<file path="src/timer16_pkg.sv">
// Constants for the 16-bit timer control block: register map, fields, modes.
// Assumes a 32-bit APB slave carrying byte-wide registers in the low lanes.
package timer16_pkg;
  // ****************************************
  // Register byte addresses
  // ****************************************
  localparam logic [7:0] OFS_CTRL_A  = 8'h00;
  localparam logic [7:0] OFS_CTRL_B  = 8'h04;
  localparam logic [7:0] OFS_CTRL_C  = 8'h08;
  localparam logic [7:0] OFS_CNT_LO  = 8'h0C;
  localparam logic [7:0] OFS_CNT_HI  = 8'h10;
  localparam logic [7:0] OFS_CMPA_LO = 8'h14;
  localparam logic [7:0] OFS_CMPA_HI = 8'h18;
  localparam logic [7:0] OFS_CMPB_LO = 8'h1C;
  localparam logic [7:0] OFS_CMPB_HI = 8'h20;
  localparam logic [7:0] OFS_CAP_LO  = 8'h24;
  localparam logic [7:0] OFS_CAP_HI  = 8'h28;
  localparam logic [7:0] OFS_FLAGS   = 8'h2C;
  // ****************************************
  // Field positions
  // ****************************************
  localparam int B_FILT  = 7;
  localparam int B_EDGE  = 6;
  localparam int B_RSVD  = 5;
  localparam int B_FRC_A = 7;
  localparam int B_FRC_B = 6;
  localparam int F_TOV   = 0;
  localparam int F_OCFA  = 1;
  localparam int F_OCFB  = 2;
  localparam int F_ICF   = 3;
  // ****************************************
  // Reset values and fixed tops
  // ****************************************
  localparam logic [7:0]  CTRL_RST = 8'h00;
  localparam logic [15:0] WORD_RST = 16'h0000;
  localparam logic [15:0] TOP_MAX  = 16'hFFFF;
  localparam logic [15:0] TOP_8    = 16'h00FF;
  localparam logic [15:0] TOP_9    = 16'h01FF;
  localparam logic [15:0] TOP_10   = 16'h03FF;
  localparam int          FILT_LEN = 4;
  // ****************************************
  // Clock select codes
  // ****************************************
  localparam logic [2:0] CS_STOP = 3'h0;
  localparam logic [2:0] CS_DIV1 = 3'h1;
  localparam logic [2:0] CS_DIV8 = 3'h2;
  localparam logic [2:0] CS_D64  = 3'h3;
  localparam logic [2:0] CS_D256 = 3'h4;
  localparam logic [2:0] CS_D1K  = 3'h5;
  localparam logic [2:0] CS_EXTF = 3'h6;
  // Count sequence families
  typedef enum logic [2:0] {K_NORM, K_CTC, K_FAST, K_PHASE, K_PFC, K_RSVD} seq_kind_t;
  typedef enum logic [1:0] {TS_FIX, TS_CAP, TS_CMPA} top_src_t;
endpackage
</file>
<file path="src/timer16_ctrl.sv">
// 16-bit timer/counter control: modes, clocking, capture, compare, APB regs.
// Assumes pins arrive asynchronously and the CPU keeps high-first write order.
`timescale 1ns/1ps
`default_nettype none

module timer16_ctrl
  import timer16_pkg::*;
(
  // Clock and reset
  input  wire logic        clk_i,
  input  wire logic        arst_n_i,
  // APB slave
  input  wire logic        psel_i,
  input  wire logic        penable_i,
  input  wire logic        pwrite_i,
  input  wire logic [7:0]  paddr_i,
  input  wire logic [31:0] pwdata_i,
  output logic             pready_o,
  output logic [31:0]      prdata_o,
  output logic             pslverr_o,
  // Pins
  input  wire logic        capture_input_pin_i,
  input  wire logic        external_count_pin_i,
  output logic             wave_output_a_o,
  output logic             wave_output_b_o,
  output logic             wave_enable_a_o,
  output logic             wave_enable_b_o
);
  // ****************************************
  // Decode helpers
  // ****************************************
  function automatic seq_kind_t kind_of(input logic [3:0] m);
    case (m)
      4'd0:                      kind_of = K_NORM;
      4'd4, 4'd12:               kind_of = K_CTC;
      4'd5, 4'd6, 4'd7, 4'd14, 4'd15: kind_of = K_FAST;
      4'd1, 4'd2, 4'd3, 4'd10, 4'd11: kind_of = K_PHASE;
      4'd8, 4'd9:                kind_of = K_PFC;
      default:                   kind_of = K_RSVD;
    endcase
  endfunction
  function automatic top_src_t src_of(input logic [3:0] m);
    case (m)
      4'd8, 4'd10, 4'd12, 4'd14: src_of = TS_CAP;
      4'd4, 4'd9, 4'd11, 4'd15:  src_of = TS_CMPA;
      default:                   src_of = TS_FIX;
    endcase
  endfunction
  function automatic logic [15:0] fixed_top(input logic [1:0] low);
    case (low)
      2'd1:    fixed_top = TOP_8;
      2'd2:    fixed_top = TOP_9;
      2'd3:    fixed_top = TOP_10;
      default: fixed_top = TOP_MAX;
    endcase
  endfunction
  // Output pin action for a match: hold, toggle, clear, set
  function automatic logic act(input logic [1:0] com, input logic cur);
    case (com)
      2'b01:   act = ~cur;
      2'b10:   act = 1'b0;
      2'b11:   act = 1'b1;
      default: act = cur;
    endcase
  endfunction

  // ****************************************
  // State
  // ****************************************
  logic [7:0]  ctrl_a, ctrl_b, temp_hi, rd_hi;
  logic [15:0] cnt, cmpa, cmpb, cmpa_buf, cmpb_buf, cap_reg;
  logic [3:0]  flags;
  logic        dir_up, block_match;
  logic [9:0]  presc;
  logic [2:0]  cap_sync, ext_sync;
  logic [3:0]  filt_sh;
  logic        cap_stable, cap_lvl, ext_lvl;
  logic        next_pready, next_pslverr, next_wa, next_wb, next_ea, next_eb;
  logic [31:0] next_prdata;
  logic [7:0]  next_ctrl_a, next_ctrl_b, next_temp_hi, next_rd_hi;
  logic [15:0] next_cnt, next_cmpa, next_cmpb, next_cmpa_buf, next_cmpb_buf;
  logic [15:0] next_cap_reg;
  logic [3:0]  next_flags, next_filt_sh;
  logic        next_dir_up, next_block_match, next_cap_stable, next_cap_lvl;
  logic        next_ext_lvl;
  logic [9:0]  next_presc;

  // ****************************************
  // Combinational view
  // ****************************************
  logic [3:0]  mode;
  seq_kind_t   kind;
  top_src_t    tsrc;
  logic [15:0] top;
  logic        pwm, tick, at_top, at_bot, match_a, match_b, cap_evt;
  logic        wr_en, rd_setup, cnt_wr, frc_a, frc_b, upd_pt, tov_pt;
  logic        cap_new;

  assign mode = {ctrl_b[4:3], ctrl_a[1:0]};
  assign kind = kind_of(mode);
  assign tsrc = src_of(mode);
  // reserved mode counts freely, with no top, update or overflow point
  assign top  = (tsrc == TS_CAP) ? cap_reg : (tsrc == TS_CMPA) ? cmpa : fixed_top(mode[1:0]);
  assign pwm  = (kind != K_NORM) && (kind != K_CTC);
  assign wr_en    = psel_i && penable_i && pready_o && pwrite_i;
  assign rd_setup = psel_i && !penable_i && !pwrite_i;
  assign cnt_wr   = wr_en && (paddr_i == OFS_CNT_LO || paddr_i == OFS_CNT_HI);
  assign frc_a    = wr_en && paddr_i == OFS_CTRL_C && pwdata_i[B_FRC_A] && !pwm;
  assign frc_b    = wr_en && paddr_i == OFS_CTRL_C && pwdata_i[B_FRC_B] && !pwm;
  always_comb begin
    case (ctrl_b[2:0])
      CS_STOP: tick = 1'b0;
      CS_DIV1: tick = 1'b1;
      CS_DIV8: tick = &presc[2:0];
      CS_D64:  tick = &presc[5:0];
      CS_D256: tick = &presc[7:0];
      CS_D1K:  tick = &presc[9:0];
      // external pin edges: falling edge for CS_EXTF, rising edge for code 7
      CS_EXTF: tick = ext_lvl && !next_ext_lvl;
      default: tick = !ext_lvl && next_ext_lvl;
    endcase
  end
  assign at_top = (cnt == top);
  assign at_bot = (cnt == WORD_RST);
  // suppressed right after a counter write
  assign match_a = tick && !block_match && (cnt == cmpa);
  assign match_b = tick && !block_match && (cnt == cmpb);
  // Update and overflow points per family
  always_comb begin
    case (kind)
      K_NORM:  begin upd_pt = 1'b1; tov_pt = cnt == TOP_MAX; end
      K_CTC:   begin upd_pt = 1'b1; tov_pt = cnt == TOP_MAX; end
      // fast PWM update and overflow at TOP
      K_FAST:  begin upd_pt = at_top; tov_pt = at_top; end
      // phase correct update at TOP, overflow at BOTTOM
      K_PHASE: begin upd_pt = at_top; tov_pt = at_bot; end
      // phase-frequency correct at BOTTOM for both
      K_PFC:   begin upd_pt = at_bot; tov_pt = at_bot; end
      default: begin upd_pt = 1'b0; tov_pt = 1'b0; end
    endcase
  end
  // ****************************************
  // Next-state logic
  // ****************************************
  always_comb begin
    logic [7:0] rd_lo;
    logic       la, lb;
    logic [3:0] hw_set;
    rd_lo = 8'h00;
    la    = 1'b0;
    lb    = 1'b0;
    next_ctrl_a = ctrl_a;   next_ctrl_b = ctrl_b;   next_temp_hi = temp_hi;
    next_rd_hi  = rd_hi;    next_cnt    = cnt;      next_cmpa    = cmpa;
    next_cmpb   = cmpb;     next_cmpa_buf = cmpa_buf; next_cmpb_buf = cmpb_buf;
    next_cap_reg = cap_reg; hw_set      = 4'h0;     next_dir_up  = dir_up;
    next_presc  = presc + 10'h001;
    next_wa = wave_output_a_o;
    next_wb = wave_output_b_o;
    next_block_match = block_match;
    // Pin conditioning: a change counts once stages two and three agree
    next_cap_stable = (cap_sync[2] == cap_sync[1]) ? cap_sync[2] : cap_stable;
    next_ext_lvl    = (ext_sync[2] == ext_sync[1]) ? ext_sync[2] : ext_lvl;
    // four equal samples before the filtered level moves
    next_filt_sh = {filt_sh[FILT_LEN-2:0], next_cap_stable};
    if (ctrl_b[B_FILT])
      next_cap_lvl = (&filt_sh) ? 1'b1 : (~|filt_sh) ? 1'b0 : cap_lvl;
    else
      next_cap_lvl = cap_stable;
    // edge polarity from the select bit
    cap_new = ctrl_b[B_EDGE] ? (!cap_lvl && next_cap_lvl) : (cap_lvl && !next_cap_lvl);
    // no capture while the capture register is TOP
    cap_evt = cap_new && (tsrc != TS_CAP);
    // Counter sequence
    if (tick) begin
      next_block_match = 1'b0;
      case (kind)
        K_CTC, K_FAST: next_cnt = at_top ? WORD_RST : cnt + 16'h0001;
        K_PHASE, K_PFC: begin
          if (dir_up && at_top) begin
            next_dir_up = 1'b0;
            next_cnt    = cnt - 16'h0001;
          end else if (!dir_up && at_bot) begin
            next_dir_up = 1'b1;
            next_cnt    = cnt + 16'h0001;
          end else begin
            next_cnt = dir_up ? cnt + 16'h0001 : cnt - 16'h0001;
          end
        end
        default: next_cnt = cnt + 16'h0001;
      endcase
      if (tov_pt)
        hw_set[F_TOV] = 1'b1;
      if (tsrc == TS_CAP && at_top)
        hw_set[F_ICF] = 1'b1;
      if (upd_pt) begin
        next_cmpa = cmpa_buf;
        next_cmpb = cmpb_buf;
      end
    end
    // capture copies the counter and sets the flag
    if (cap_evt) begin
      next_cap_reg      = cnt;
      hw_set[F_ICF]     = 1'b1;
    end
    // Waveform actions on real and forced matches
    // forced matches stay out of flags and the count sequence
    if (match_a) hw_set[F_OCFA] = 1'b1;
    if (match_b) hw_set[F_OCFB] = 1'b1;
    if (!pwm) begin
      // forced match uses current output mode
      if (match_a || frc_a) next_wa = act(ctrl_a[7:6], wave_output_a_o);
      if (match_b || frc_b) next_wb = act(ctrl_a[5:4], wave_output_b_o);
    end else begin
      la = (kind == K_FAST) ? 1'b0 : !dir_up;
      lb = la;
      if (ctrl_a[7]) begin
        if (match_a) next_wa = ctrl_a[6] ^ la;
        else if (tick && kind == K_FAST && at_top) next_wa = !ctrl_a[6];
      end else if (ctrl_a[6] && mode[3] && match_a) begin
        next_wa = !wave_output_a_o;
      end
      if (ctrl_a[5]) begin
        if (match_b) next_wb = ctrl_a[4] ^ lb;
        else if (tick && kind == K_FAST && at_top) next_wb = !ctrl_a[4];
      end
    end
    // Bus reads: snapshot at setup, side effect commits at the access edge
    case (paddr_i)
      OFS_CTRL_A:  rd_lo = ctrl_a & 8'hF3;
      OFS_CTRL_B:  rd_lo = ctrl_b & 8'hDF;
      OFS_CTRL_C:  rd_lo = 8'h00;
      // low read parks the high byte in the temp register
      OFS_CNT_LO:  rd_lo = cnt[7:0];
      OFS_CAP_LO:  rd_lo = cap_reg[7:0];
      OFS_CNT_HI, OFS_CAP_HI: rd_lo = temp_hi;
      OFS_CMPA_LO: rd_lo = cmpa_buf[7:0];
      OFS_CMPA_HI: rd_lo = cmpa_buf[15:8];
      OFS_CMPB_LO: rd_lo = cmpb_buf[7:0];
      OFS_CMPB_HI: rd_lo = cmpb_buf[15:8];
      OFS_FLAGS:   rd_lo = {4'h0, flags};
      default:     rd_lo = 8'h00;
    endcase
    next_pready  = psel_i && !penable_i;
    next_prdata  = rd_setup ? {24'h000000, rd_lo} : prdata_o;
    next_pslverr = psel_i && !penable_i && (paddr_i > OFS_FLAGS || paddr_i[1:0] != 2'b00);
    if (rd_setup)
      next_rd_hi = (paddr_i == OFS_CAP_LO) ? cap_reg[15:8] : cnt[15:8];
    if (psel_i && penable_i && pready_o && !pwrite_i &&
        (paddr_i == OFS_CNT_LO || paddr_i == OFS_CAP_LO))
      next_temp_hi = rd_hi;
    next_flags = flags | hw_set;
    // Bus writes
    if (wr_en && !pslverr_o) begin
      case (paddr_i)
        OFS_CTRL_A: next_ctrl_a = pwdata_i[7:0] & 8'hF3;
        OFS_CTRL_B: next_ctrl_b = pwdata_i[7:0] & 8'hDF;
        OFS_CNT_HI, OFS_CMPA_HI, OFS_CMPB_HI, OFS_CAP_HI: next_temp_hi = pwdata_i[7:0];
        // and the next timer clock sees no match
        OFS_CNT_LO: begin
          next_cnt         = {temp_hi, pwdata_i[7:0]};
          next_block_match = 1'b1;
        end
        OFS_CMPA_LO: begin
          next_cmpa_buf = {temp_hi, pwdata_i[7:0]};
          if (!pwm) next_cmpa = {temp_hi, pwdata_i[7:0]};
        end
        OFS_CMPB_LO: begin
          next_cmpb_buf = {temp_hi, pwdata_i[7:0]};
          if (!pwm) next_cmpb = {temp_hi, pwdata_i[7:0]};
        end
        OFS_CAP_LO: next_cap_reg = {temp_hi, pwdata_i[7:0]};
        // Hardware set wins over a same-cycle clear
        OFS_FLAGS: next_flags = (flags & ~pwdata_i[3:0]) | hw_set;
        default: ;
      endcase
    end
    next_ea = ctrl_a[7:6] != 2'b00;
    next_eb = ctrl_a[5:4] != 2'b00;
  end
  // ****************************************
  // Registers
  // ****************************************
  always_ff @(posedge clk_i or negedge arst_n_i) begin
    if (!arst_n_i) begin
      cap_sync <= 3'h0;  ext_sync <= 3'h0;  filt_sh <= 4'h0;
      cap_stable <= 1'b0; cap_lvl <= 1'b0;  ext_lvl <= 1'b0;
      ctrl_a <= CTRL_RST; ctrl_b <= CTRL_RST; temp_hi <= CTRL_RST; rd_hi <= CTRL_RST;
      cnt <= WORD_RST;   cmpa <= WORD_RST;  cmpb <= WORD_RST;
      cmpa_buf <= WORD_RST; cmpb_buf <= WORD_RST; cap_reg <= WORD_RST;
      flags <= 4'h0;     dir_up <= 1'b1;    block_match <= 1'b0; presc <= 10'h000;
      pready_o <= 1'b0;  prdata_o <= 32'h00000000; pslverr_o <= 1'b0;
      wave_output_a_o <= 1'b0; wave_output_b_o <= 1'b0;
      wave_enable_a_o <= 1'b0; wave_enable_b_o <= 1'b0;
    end else begin
      cap_sync <= {cap_sync[1:0], capture_input_pin_i};
      ext_sync <= {ext_sync[1:0], external_count_pin_i};
      filt_sh <= next_filt_sh; cap_stable <= next_cap_stable;
      cap_lvl <= next_cap_lvl; ext_lvl <= next_ext_lvl;
      ctrl_a <= next_ctrl_a; ctrl_b <= next_ctrl_b;
      temp_hi <= next_temp_hi; rd_hi <= next_rd_hi;
      cnt <= next_cnt; cmpa <= next_cmpa; cmpb <= next_cmpb;
      cmpa_buf <= next_cmpa_buf; cmpb_buf <= next_cmpb_buf; cap_reg <= next_cap_reg;
      flags <= next_flags; dir_up <= next_dir_up;
      block_match <= next_block_match; presc <= next_presc;
      pready_o <= next_pready; prdata_o <= next_prdata; pslverr_o <= next_pslverr;
      wave_output_a_o <= next_wa; wave_output_b_o <= next_wb;
      wave_enable_a_o <= next_ea; wave_enable_b_o <= next_eb;
    end
  end
endmodule

`default_nettype wire

</file>
<file path="config.mk">
export PLATFORM = sky130hd
export DESIGN_NAME = timer16_ctrl
export DESIGN_NICKNAME = d
export VERILOG_FILES = /design/src/timer16_pkg.sv /design/src/timer16_ctrl.sv
export SDC_FILE = /design/constraint.sdc
export NUM_CORES = 1
export LEC_CHECK = 0
export ABC_AREA = 1
export BUFFER_PORTS_ARGS = -buffer_cell sky130_fd_sc_hd__buf_2
export CAP_MARGIN = 20
export CORE_MARGIN = 5
export CORE_UTILIZATION = 50
export DETAILED_ROUTE_END_ITERATION = 10
export PLACE_DENSITY = 0.79
export SYNTH_ARGS = -nofsm -noshare
export SYNTH_HDL_FRONTEND = slang
export SYNTH_SLANG_ARGS = --single-unit
</file>
<file path="constraint.sdc">
create_clock -name clk_i -period 7.75 [get_ports clk_i]
set_input_delay 0.775 -clock clk_i [delete_from_list [all_inputs] [get_ports clk_i]]
set_output_delay 0.775 -clock clk_i [all_outputs]
set_load 0.03 [all_outputs]
</file>
==> summary by stage, run 1 <==
Outcome
The run finished with clean final reports.

Synthesis
The count of distinct cell types in the synthesized netlist is 48. After synthesis, the mean cell area works out to ~7.1 um^2. The number of enable-type register cells in the synthesized netlist is 0.

In the synthesized netlist the async set-or-reset flop fraction comes to 1.000. The dominant synthesized flop cell is sky130_fd_sc_hd__dfrtp_1. The cell count after synthesis came out at roughly 1500. The cell area after technology mapping is 10650 um^2. After synthesis the netlist holds a flip-flop and latch count of ~170. The number of synthesis warnings is 0. Of the synthesized area, sequential elements account for 0.3925.

Finish
The number of nets in the layout is 1559. The fill cell instance count of the final layout is 1941. The count of antenna diodes in the layout is 0. The area growth from synthesis to layout is 8.329%. In the final layout, the share of cells above drive strength 1 is 0.07067.

Leaving out fill and tap cells, the most frequent cell in the layout is sky130_fd_sc_hd__nand2_1. In the layout the commonest cells are 300 x sky130_fd_sc_hd__nand2_1, 220 x sky130_fd_sc_hd__nor2_1, 167 x sky130_fd_sc_hd__inv_1.

Critical path
Along the worst path, the maximum fanout reaches 47. The worst register-to-register path ends at cmpa[2]. The cell with the most instances on the worst path is sky130_fd_sc_hd__nand2_1.

Traced cell by cell, the critical path runs through inv_1 -> ha_1 -> ha_1 -> nor2_1 -> nor2_4 -> nand2_1 -> nand2_2 -> nand2_1 -> nand2_1 -> nand3_1 -> nand2_1 -> nand3_1 -> nor2_2 -> nand2_2 -> o21ai_4 -> buf_4 -> nand3_1 -> nand2_1 -> nor2_1 -> nor2_1. In this run the critical register-to-register path is launched from ctrl_a[0]. The highest cell delay on the worst timing path is around 0.53 ns. In this run the register-to-register setup slack is between 3 and 4 ns. The type of the setup path with the least slack is reg -> reg. The worst setup path is launched from a flop.

The worst setup path is captured at a flop. Data on the critical path arrives at its endpoint at 4.71 ns. The slowest library cell on the worst path is sky130_fd_sc_hd__buf_4. STA puts the critical path data required time at 8.13 ns. The worst-case reg-to-reg path depth is 20.

Timing
The timing-limited maximum frequency is ~0.23 GHz. The final critical-path required period is around 4.3 ns. The relative max-transition margin is 0.2846.

Summed over all failing endpoints, the final setup total negative slack is 0 ns. Setup violations remaining at the end of the flow were counted as 0. In the finished design, the share of the clock period the worst path needs comes to 0.5593. The pin slew with the least headroom to its limit is between 1 and 1.5 ns. The number of pins exceeding their max-slew limit in the final report is 0. The number of failing hold endpoints at the final stage is 0. Setup repair after global routing left no endpoint under its margin. Across the routed clock network, the largest skew measured is ~0.018 ns. Final hold analysis gives a worst-case slack of roughly 0.35 ns.

Placement
The total of buffers placed on input and output ports is 36. At the end of routability-driven placement, the weighted congestion stood at just under 1. The post-DP HPWL is about 24000 um.

CTS
The clock root buffer master is sky130_fd_sc_hd__clkbuf_16. After clock tree synthesis, the clock-pin slew on the worst setup and hold paths is roughly 0.080 ns. Buffers added to address setup during post-CTS repair amount to 0.

Buffers inserted during clock tree synthesis total 17. The H-tree was split into 4 levels. Once the clock tree was built, the resizer swapped 0 gates to a different size. TritonCTS built the clock tree.

The buffer levels on the longest clock path is 2. The total of hold buffers inserted after clock tree synthesis is 0. CTS saw 167 sinks. The clock latency of the later-clocked register in the worst-skew pair is approximately 0.44 ns.

Detailed routing
Dividing the detail-routed via count by the number of cells gives ~5.9. The routed length per instance is between 15 and 20 um. For this block, the initial DRC count from the detailed router was 1191. The remaining design rule violation count is 0. The final route contains approximately 11000 vias. The final layout contains routed wiring with a total length of between 30000 and 40000 um.

Once detail routing completed, the nets flagged for antenna violations numbered 0. For this run, the detailed router's first-pass iteration total came to 6.

Power and ir drop
The leakage power total is just under 6 nW. The power per standard cell area is about 200 nW/um^2. Across the VDD grid, the largest voltage drop is ~0.00019 V.

Die
between 80 and 90 I/O pins were placed. The floorplan step defined a die boundary enclosing roughly 24000 um^2. The region available for standard cell placement spans about 21000 um^2.

The die is approximately 160 um tall. The row count is 53. The initial core utilization is 0.5066. The die is 155.9 um wide.

Global route
Entering global routing, the biggest net connects 102 pins. The number of global-route vias before repair was approximately 9700. Across every metal layer, demand over resource in global routing totals 0.2838. The total overflow reported by the global router is 0. The first global-routing pass estimated 53970 um of wire. The number of antenna violations at the first check in global routing is 1.

Hold path
The start point of the worst hold path is ext_sync[0]. The path with the worst hold slack has its endpoint at ext_sync[1]. The path class of the tightest hold or removal check is reg -> reg. The cell count of the worst hold path is 0.

Job
The number of violations of the max-capacitance limit is 0.
## critical path, delay by kind of cell, from the launching register on
| family | cells | cell delay [ns] |
|---|---|---|
| buf+inv | 2 | 0.77 |
| compound gates | 1 | 0.43 |
| flops | 1 | 0.47 |
| simple gates | 15 | 2.19 |
| fa+ha+maj | 2 | 0.35 |
## power by group
part	internal, mW	switching (mW)
registers	0.923	0.0690
logic	0.146	0.304
clock network	0.437	0.429
## cell usage after synthesis, types with 3 or more instances
cell,count,area (um^2)
sky130_fd_sc_hd__o211ai_1,10,75.07
sky130_fd_sc_hd__dfrtp_1,166,4154
sky130_fd_sc_hd__clkbuf_1,49,183.9
sky130_fd_sc_hd__nor2_1,221,829.6
sky130_fd_sc_hd__nand3b_1,3,22.52
sky130_fd_sc_hd__nand2_2,3,18.77
sky130_fd_sc_hd__nor3_1,20,100.1
sky130_fd_sc_hd__nand3_1,136,680.7
sky130_fd_sc_hd__o41ai_1,3,26.28
sky130_fd_sc_hd__nor2_4,3,33.78
sky130_fd_sc_hd__buf_4,27,202.7
sky130_fd_sc_hd__xor2_1,42,367.9
sky130_fd_sc_hd__o31ai_1,4,30.03
sky130_fd_sc_hd__o21ai_0,117,585.6
sky130_fd_sc_hd__a21boi_0,13,97.59
sky130_fd_sc_hd__a221oi_1,9,78.83
sky130_fd_sc_hd__inv_1,168,630.6
sky130_fd_sc_hd__clkinv_1,3,11.26
sky130_fd_sc_hd__nand4_1,19,118.9
sky130_fd_sc_hd__a31oi_1,3,18.77
sky130_fd_sc_hd__buf_6,6,67.56
sky130_fd_sc_hd__o22ai_1,40,250.2
sky130_fd_sc_hd__or2_2,3,18.77
sky130_fd_sc_hd__mux2_2,7,78.83
sky130_fd_sc_hd__o21bai_1,4,30.03
sky130_fd_sc_hd__ha_1,11,137.6
sky130_fd_sc_hd__xnor2_1,13,113.9
sky130_fd_sc_hd__a21oi_1,56,280.3
sky130_fd_sc_hd__nand2_1,300,1126
sky130_fd_sc_hd__nor4_1,7,43.79
sky130_fd_sc_hd__or2_1,4,25.02
sky130_fd_sc_hd__buf_2,6,30.03
## cell type report
class                           instances  area [um^2]  area share
Clock inverter                         15        172.7     0.01497
Timing Repair Buffer                   50        339.1     0.02939
Sequential cell                       167         4180      0.3623
Tap cell                              275        344.1     0.02982
Clock buffer                           17        425.4     0.03687
Inverter                              173        649.4     0.05628
Multi-Input combinational cell       1092         5426      0.4703
## metal layers
| layer | vias up | wire (um) | global-route usage | share of wire |
|---|---|---|---|---|
| li1 | 4852 | - | - | - |
| met1 | 4887 | 13650 | 0.3807 | 0.40 |
| met2 | 654 | 14980 | 0.4282 | 0.44 |
| met3 | 131 | 4006 | 0.08793 | 0.12 |
| met4 | 2 | 1698 | 0.1175 | 0.049 |
| met5 | - | 13 | 0 | 0.00038 |
## worst max-delay path by stage
stage                   start  endpoint  slack [ns]  depth (start not counted)
floorplan           ctrl_a[0]   cmpa[4]        4.98                         20
global placement    ctrl_a[0]   cmpa[2]        3.66                         20
detailed placement  ctrl_a[0]   cmpa[2]        3.61                         20
CTS                 ctrl_a[0]  cmpa[14]        3.56                         20
global route        ctrl_a[0]   cmpa[2]        3.10                         20
finish              ctrl_a[0]   cmpa[2]        3.42                         20
## per-stage QoR
stage	cell area, um^2	worst slack (ns)	std cells	total power [mW]	utilization
final	11540	3.415	1789	2.307	0.5488
after detailed placement	10870	3.608	1754	1.440	0.5171
after floorplan	10740	4.976	1521	1.308	-
after CTS	11470	3.558	1786	2.292	0.5455
after global routing	11540	3.099	1789	2.400	0.5488
after global placement	10870	3.659	1754	1.431	0.5171
## cell families after synthesis
family | count (synthesis) | share of synthesized area
and+or+nand+nor | 723 | 0.2861
muxes | 8 | 0.008342
adders and majority gates | 11 | 0.01292
DFF | 167 | 0.3925
AOI/OAI and AO/OA | 271 | 0.1478
xor gates and xnor gates | 55 | 0.04523
buffers and inverters | 262 | 0.1068
other | 1 | 0.0003521
Note: power is estimated with default switching activity, not from simulation.
==> run 2: changes to the inputs <==
PLACE_DENSITY = 0.82   (was 0.79)
clock period = 3.95 ns   (was 7.75 ns; I/O delays follow)
==> run 2 against run 1 <==
Effect of this change: clock skew fell by 0.0056 ns; critical path depth stayed put; design area grew 1.1%; final cell count is 0.61% higher.
==> summary by stage, run 2 (synthesized netlist as in run 1, its figures left out) <==
Outcome
The flow ran to the end, and the final reports show no timing, DRC or antenna violations.

Critical path
The data arrival time at the worst-slack endpoint was 3.85 ns (-0.86 ns). The required time of the worst setup path is 4.31 ns (-3.82 ns). The nature of the critical path startpoint is a flop. The critical path is of the reg -> reg type.

STA classifies the critical path endpoint as a flop. The maximum fanout along the worst path came to 64 (+36%).

Placement
The post-DP HPWL is 24530 um (+2.0%). The routability-driven placement congestion ratio is 0.9867 (+2.6%). The cell area reported after detailed placement was 10980 um^2 (+0.99%).

The total of buffers placed on input and output ports is 36 (unchanged).

Die
The initial core utilization is 0.5066 (unchanged). The row count is 53 (unchanged). The I/O pin total is 85 (unchanged).

The die boundary height is 155.9 um (unchanged). The die outline area was 24320 um^2 (unchanged). The width of the die is 155.9 um (unchanged). The area inside the core boundary is 21020 um^2 (unchanged).

Timing
The relative max-transition margin is 0.1638 (-0.1208). The final critical-path required period came to 3.482 ns (-0.8524 ns). The total of endpoints with negative setup slack in the final report is 0 (unchanged). Setup repair after global routing left no endpoint under its margin.

The pin slew with the least headroom to its limit is 1.246 ns (+0.1768 ns). The worst hold-check slack is 0.05133 ns (-0.3006 ns). The timing-limited maximum frequency is 0.2872 GHz (+24%). The number of pins exceeding their max-slew limit in the final report was 0 (unchanged). The final cycle utilization of the critical path came to 0.8816 (+0.3223). The clock skew after layout was 0.01245 ns (-0.005621 ns). The sum of negative setup slack is 0 ns (unchanged). The number of failing hold endpoints at the final stage is 0 (unchanged).

CTS
The TritonCTS clock tree is done. The clock root buffer master is sky130_fd_sc_hd__clkbuf_16. The clock latency of the later-clocked register in the worst-skew pair was 0.45 ns (about the same).

The CTS clock-pin slew for the worst setup and hold paths was 0.08 ns (about the same). The maximum level of the CTS H-tree is 4 (unchanged). The TritonCTS buffer count is 17 (unchanged). The clock net sink count came to 167 (unchanged). The buffer levels on the longest clock path is 2 (unchanged).

Global route
The overall routing resource usage is 0.2856 (+0.001815). The global-route wire length before repair came to 54650 um (+1.3%). The met2 layer usage reported by global route is 0.4334 (+0.005132). The number of antenna violations at the first check in global routing was 0 (-1). After global routing, the most crowded layer is met2. The largest net degree at the start of global routing came to 74 (-27%). The total overflow reported by the global router was 0 (unchanged). The met3 usage was 0.08044 (-0.007490).

The number of global-route vias before repair came to 10040 (+4.1%). The global routing met1 resource utilization was 0.3716 (-0.009048).

Detailed routing
The remaining design rule violation count is 0 (unchanged). The wire length reported by the detailed router is 34660 um (+0.90%). The DRC violation total after the first TritonRoute iteration is 1481 (+24%).

The number of iterations in the first detailed-routing pass is 6 (unchanged). The number of nets with antenna violations after detailed routing was 0 (unchanged). The via count came to 10760 (+2.2%). The routed length per instance was 19.26 um (+0.28%). The via-per-instance ratio is 5.977 (+1.6%).

Finish
The area growth from synthesis to layout is 9.504%. The count of antenna diodes in the layout came to 0 (unchanged). The fill cell instance count of the final layout is 1915 (-1.3%). The number of nets in the layout is 1570 (+0.71%). The area occupied by registers is 4180 um^2 (unchanged).

The most common library cell in the layout ignoring fill and taps is sky130_fd_sc_hd__nand2_1. The top cell types in the final layout, fill and taps aside, are 300 x sky130_fd_sc_hd__nand2_1, 220 x sky130_fd_sc_hd__nor2_1, 167 x sky130_fd_sc_hd__inv_1. The multi-input logic area came to 5426 um^2 (unchanged). The cell area after layout is 11660 um^2 (+1.1%). The fraction of layout instances using a drive strength above 1 is 0.07672 (+0.006048).

Power and ir drop
The leakage power total is 5.890 nW (+1.0%). The overall power after layout came to 4.642 mW (+100%). The power per standard cell area came to 398.0 nW/um^2 (+99%). The worst-case vdd ir drop is 0.0003198 V (+71%).

Hold path
The path class of the tightest hold or removal check is in -> reg.

Job
The number of violations of the max-capacitance limit came to 0 (unchanged).
-- run 2: cell types whose count changed in the layout (fill, tap and decap cells not counted), sizes merged --
cell | before | now
dlygate4sd3 | 0 | 1
buf | 50 | 60
bufinv | 0 | 1
clkinvlp | 0 | 2
clkinv | 11 | 8
-- run 2: timing repair --
action,in CTS,in global routing
setup endpoints to repair,0,2
endpoints found under the hold margin,17,0
resized for setup,0,0
hold buffers,1,0
buffers inserted,0,1
-- run 2: through the flow --
step                      setup slack [ns]  std cells  utilization
after floorplan                      1.176       1521            -
after global placement              0.4766       1765       0.5222
after detailed placement            0.4231       1765       0.5222
after CTS                           0.3796       1798       0.5531
after global routing                0.1938       1800       0.5548
final                               0.4678       1800       0.5548
-- run 2: path summary, 6_finish.rpt --
check	cells after the start	endpoint	startpoint	slack (ns)
worst max-delay path	20	cmpa[15]	ctrl_a[0]	0.47
worst min-delay path	1	cap_sync[0]	capture_input_pin_i	0.05
worst max register to register	20	cmpa[15]	ctrl_a[0]	0.47
worst min register to register	0	cap_sync[1]	cap_sync[0]	0.36
max in group asynchronous	3	dir_up	arst_n_i	2.45
min in group asynchronous	2	cmpb[3]	arst_n_i	0.53
-- run 2: worst max-delay path, cell delays in order, from the launching register on --
cell and delay (ns):
sky130_fd_sc_hd__dfrtp_1 0.50, sky130_fd_sc_hd__inv_1 0.20, sky130_fd_sc_hd__ha_1 0.25, sky130_fd_sc_hd__ha_1 0.17, sky130_fd_sc_hd__nor2_1 0.16, sky130_fd_sc_hd__nor2_4 0.07, sky130_fd_sc_hd__buf_4 0.19, sky130_fd_sc_hd__nand3_1 0.12
sky130_fd_sc_hd__nand2_1 0.07, sky130_fd_sc_hd__nand2_1 0.08, sky130_fd_sc_hd__nand3_1 0.08, sky130_fd_sc_hd__nand2_1 0.13, sky130_fd_sc_hd__nand3_1 0.10, sky130_fd_sc_hd__nor2_2 0.17, sky130_fd_sc_hd__nand2_2 0.12, sky130_fd_sc_hd__o21ai_4 0.16
sky130_fd_sc_hd__buf_12 0.26, sky130_fd_sc_hd__nand3_1 0.18, sky130_fd_sc_hd__nand2_1 0.11, sky130_fd_sc_hd__nor2_1 0.06, sky130_fd_sc_hd__nor2_1 0.12
-- run 2: routing by layer --
layer	part of all wire	routed length (um)
met3	0.12	4298
met2	0.44	15120
met1	0.38	13010
met5	0	0
met4	0.064	2232
-- run 2: layout make-up --
class / instances / area share
clock buffers: 17 / 0.03648
clock inverters: 15 / 0.01845
inverters: 173 / 0.05568
multi-input cells: 1092 / 0.4653
flip-flops and latches: 167 / 0.3584
well taps: 275 / 0.02950
repair buffers: 61 / 0.03615
-- run 2: power breakdown --
part | internal [mW] | switching [mW]
clock network | 0.935 | 0.878
logic | 0.290 | 0.596
registers | 1.81 | 0.132
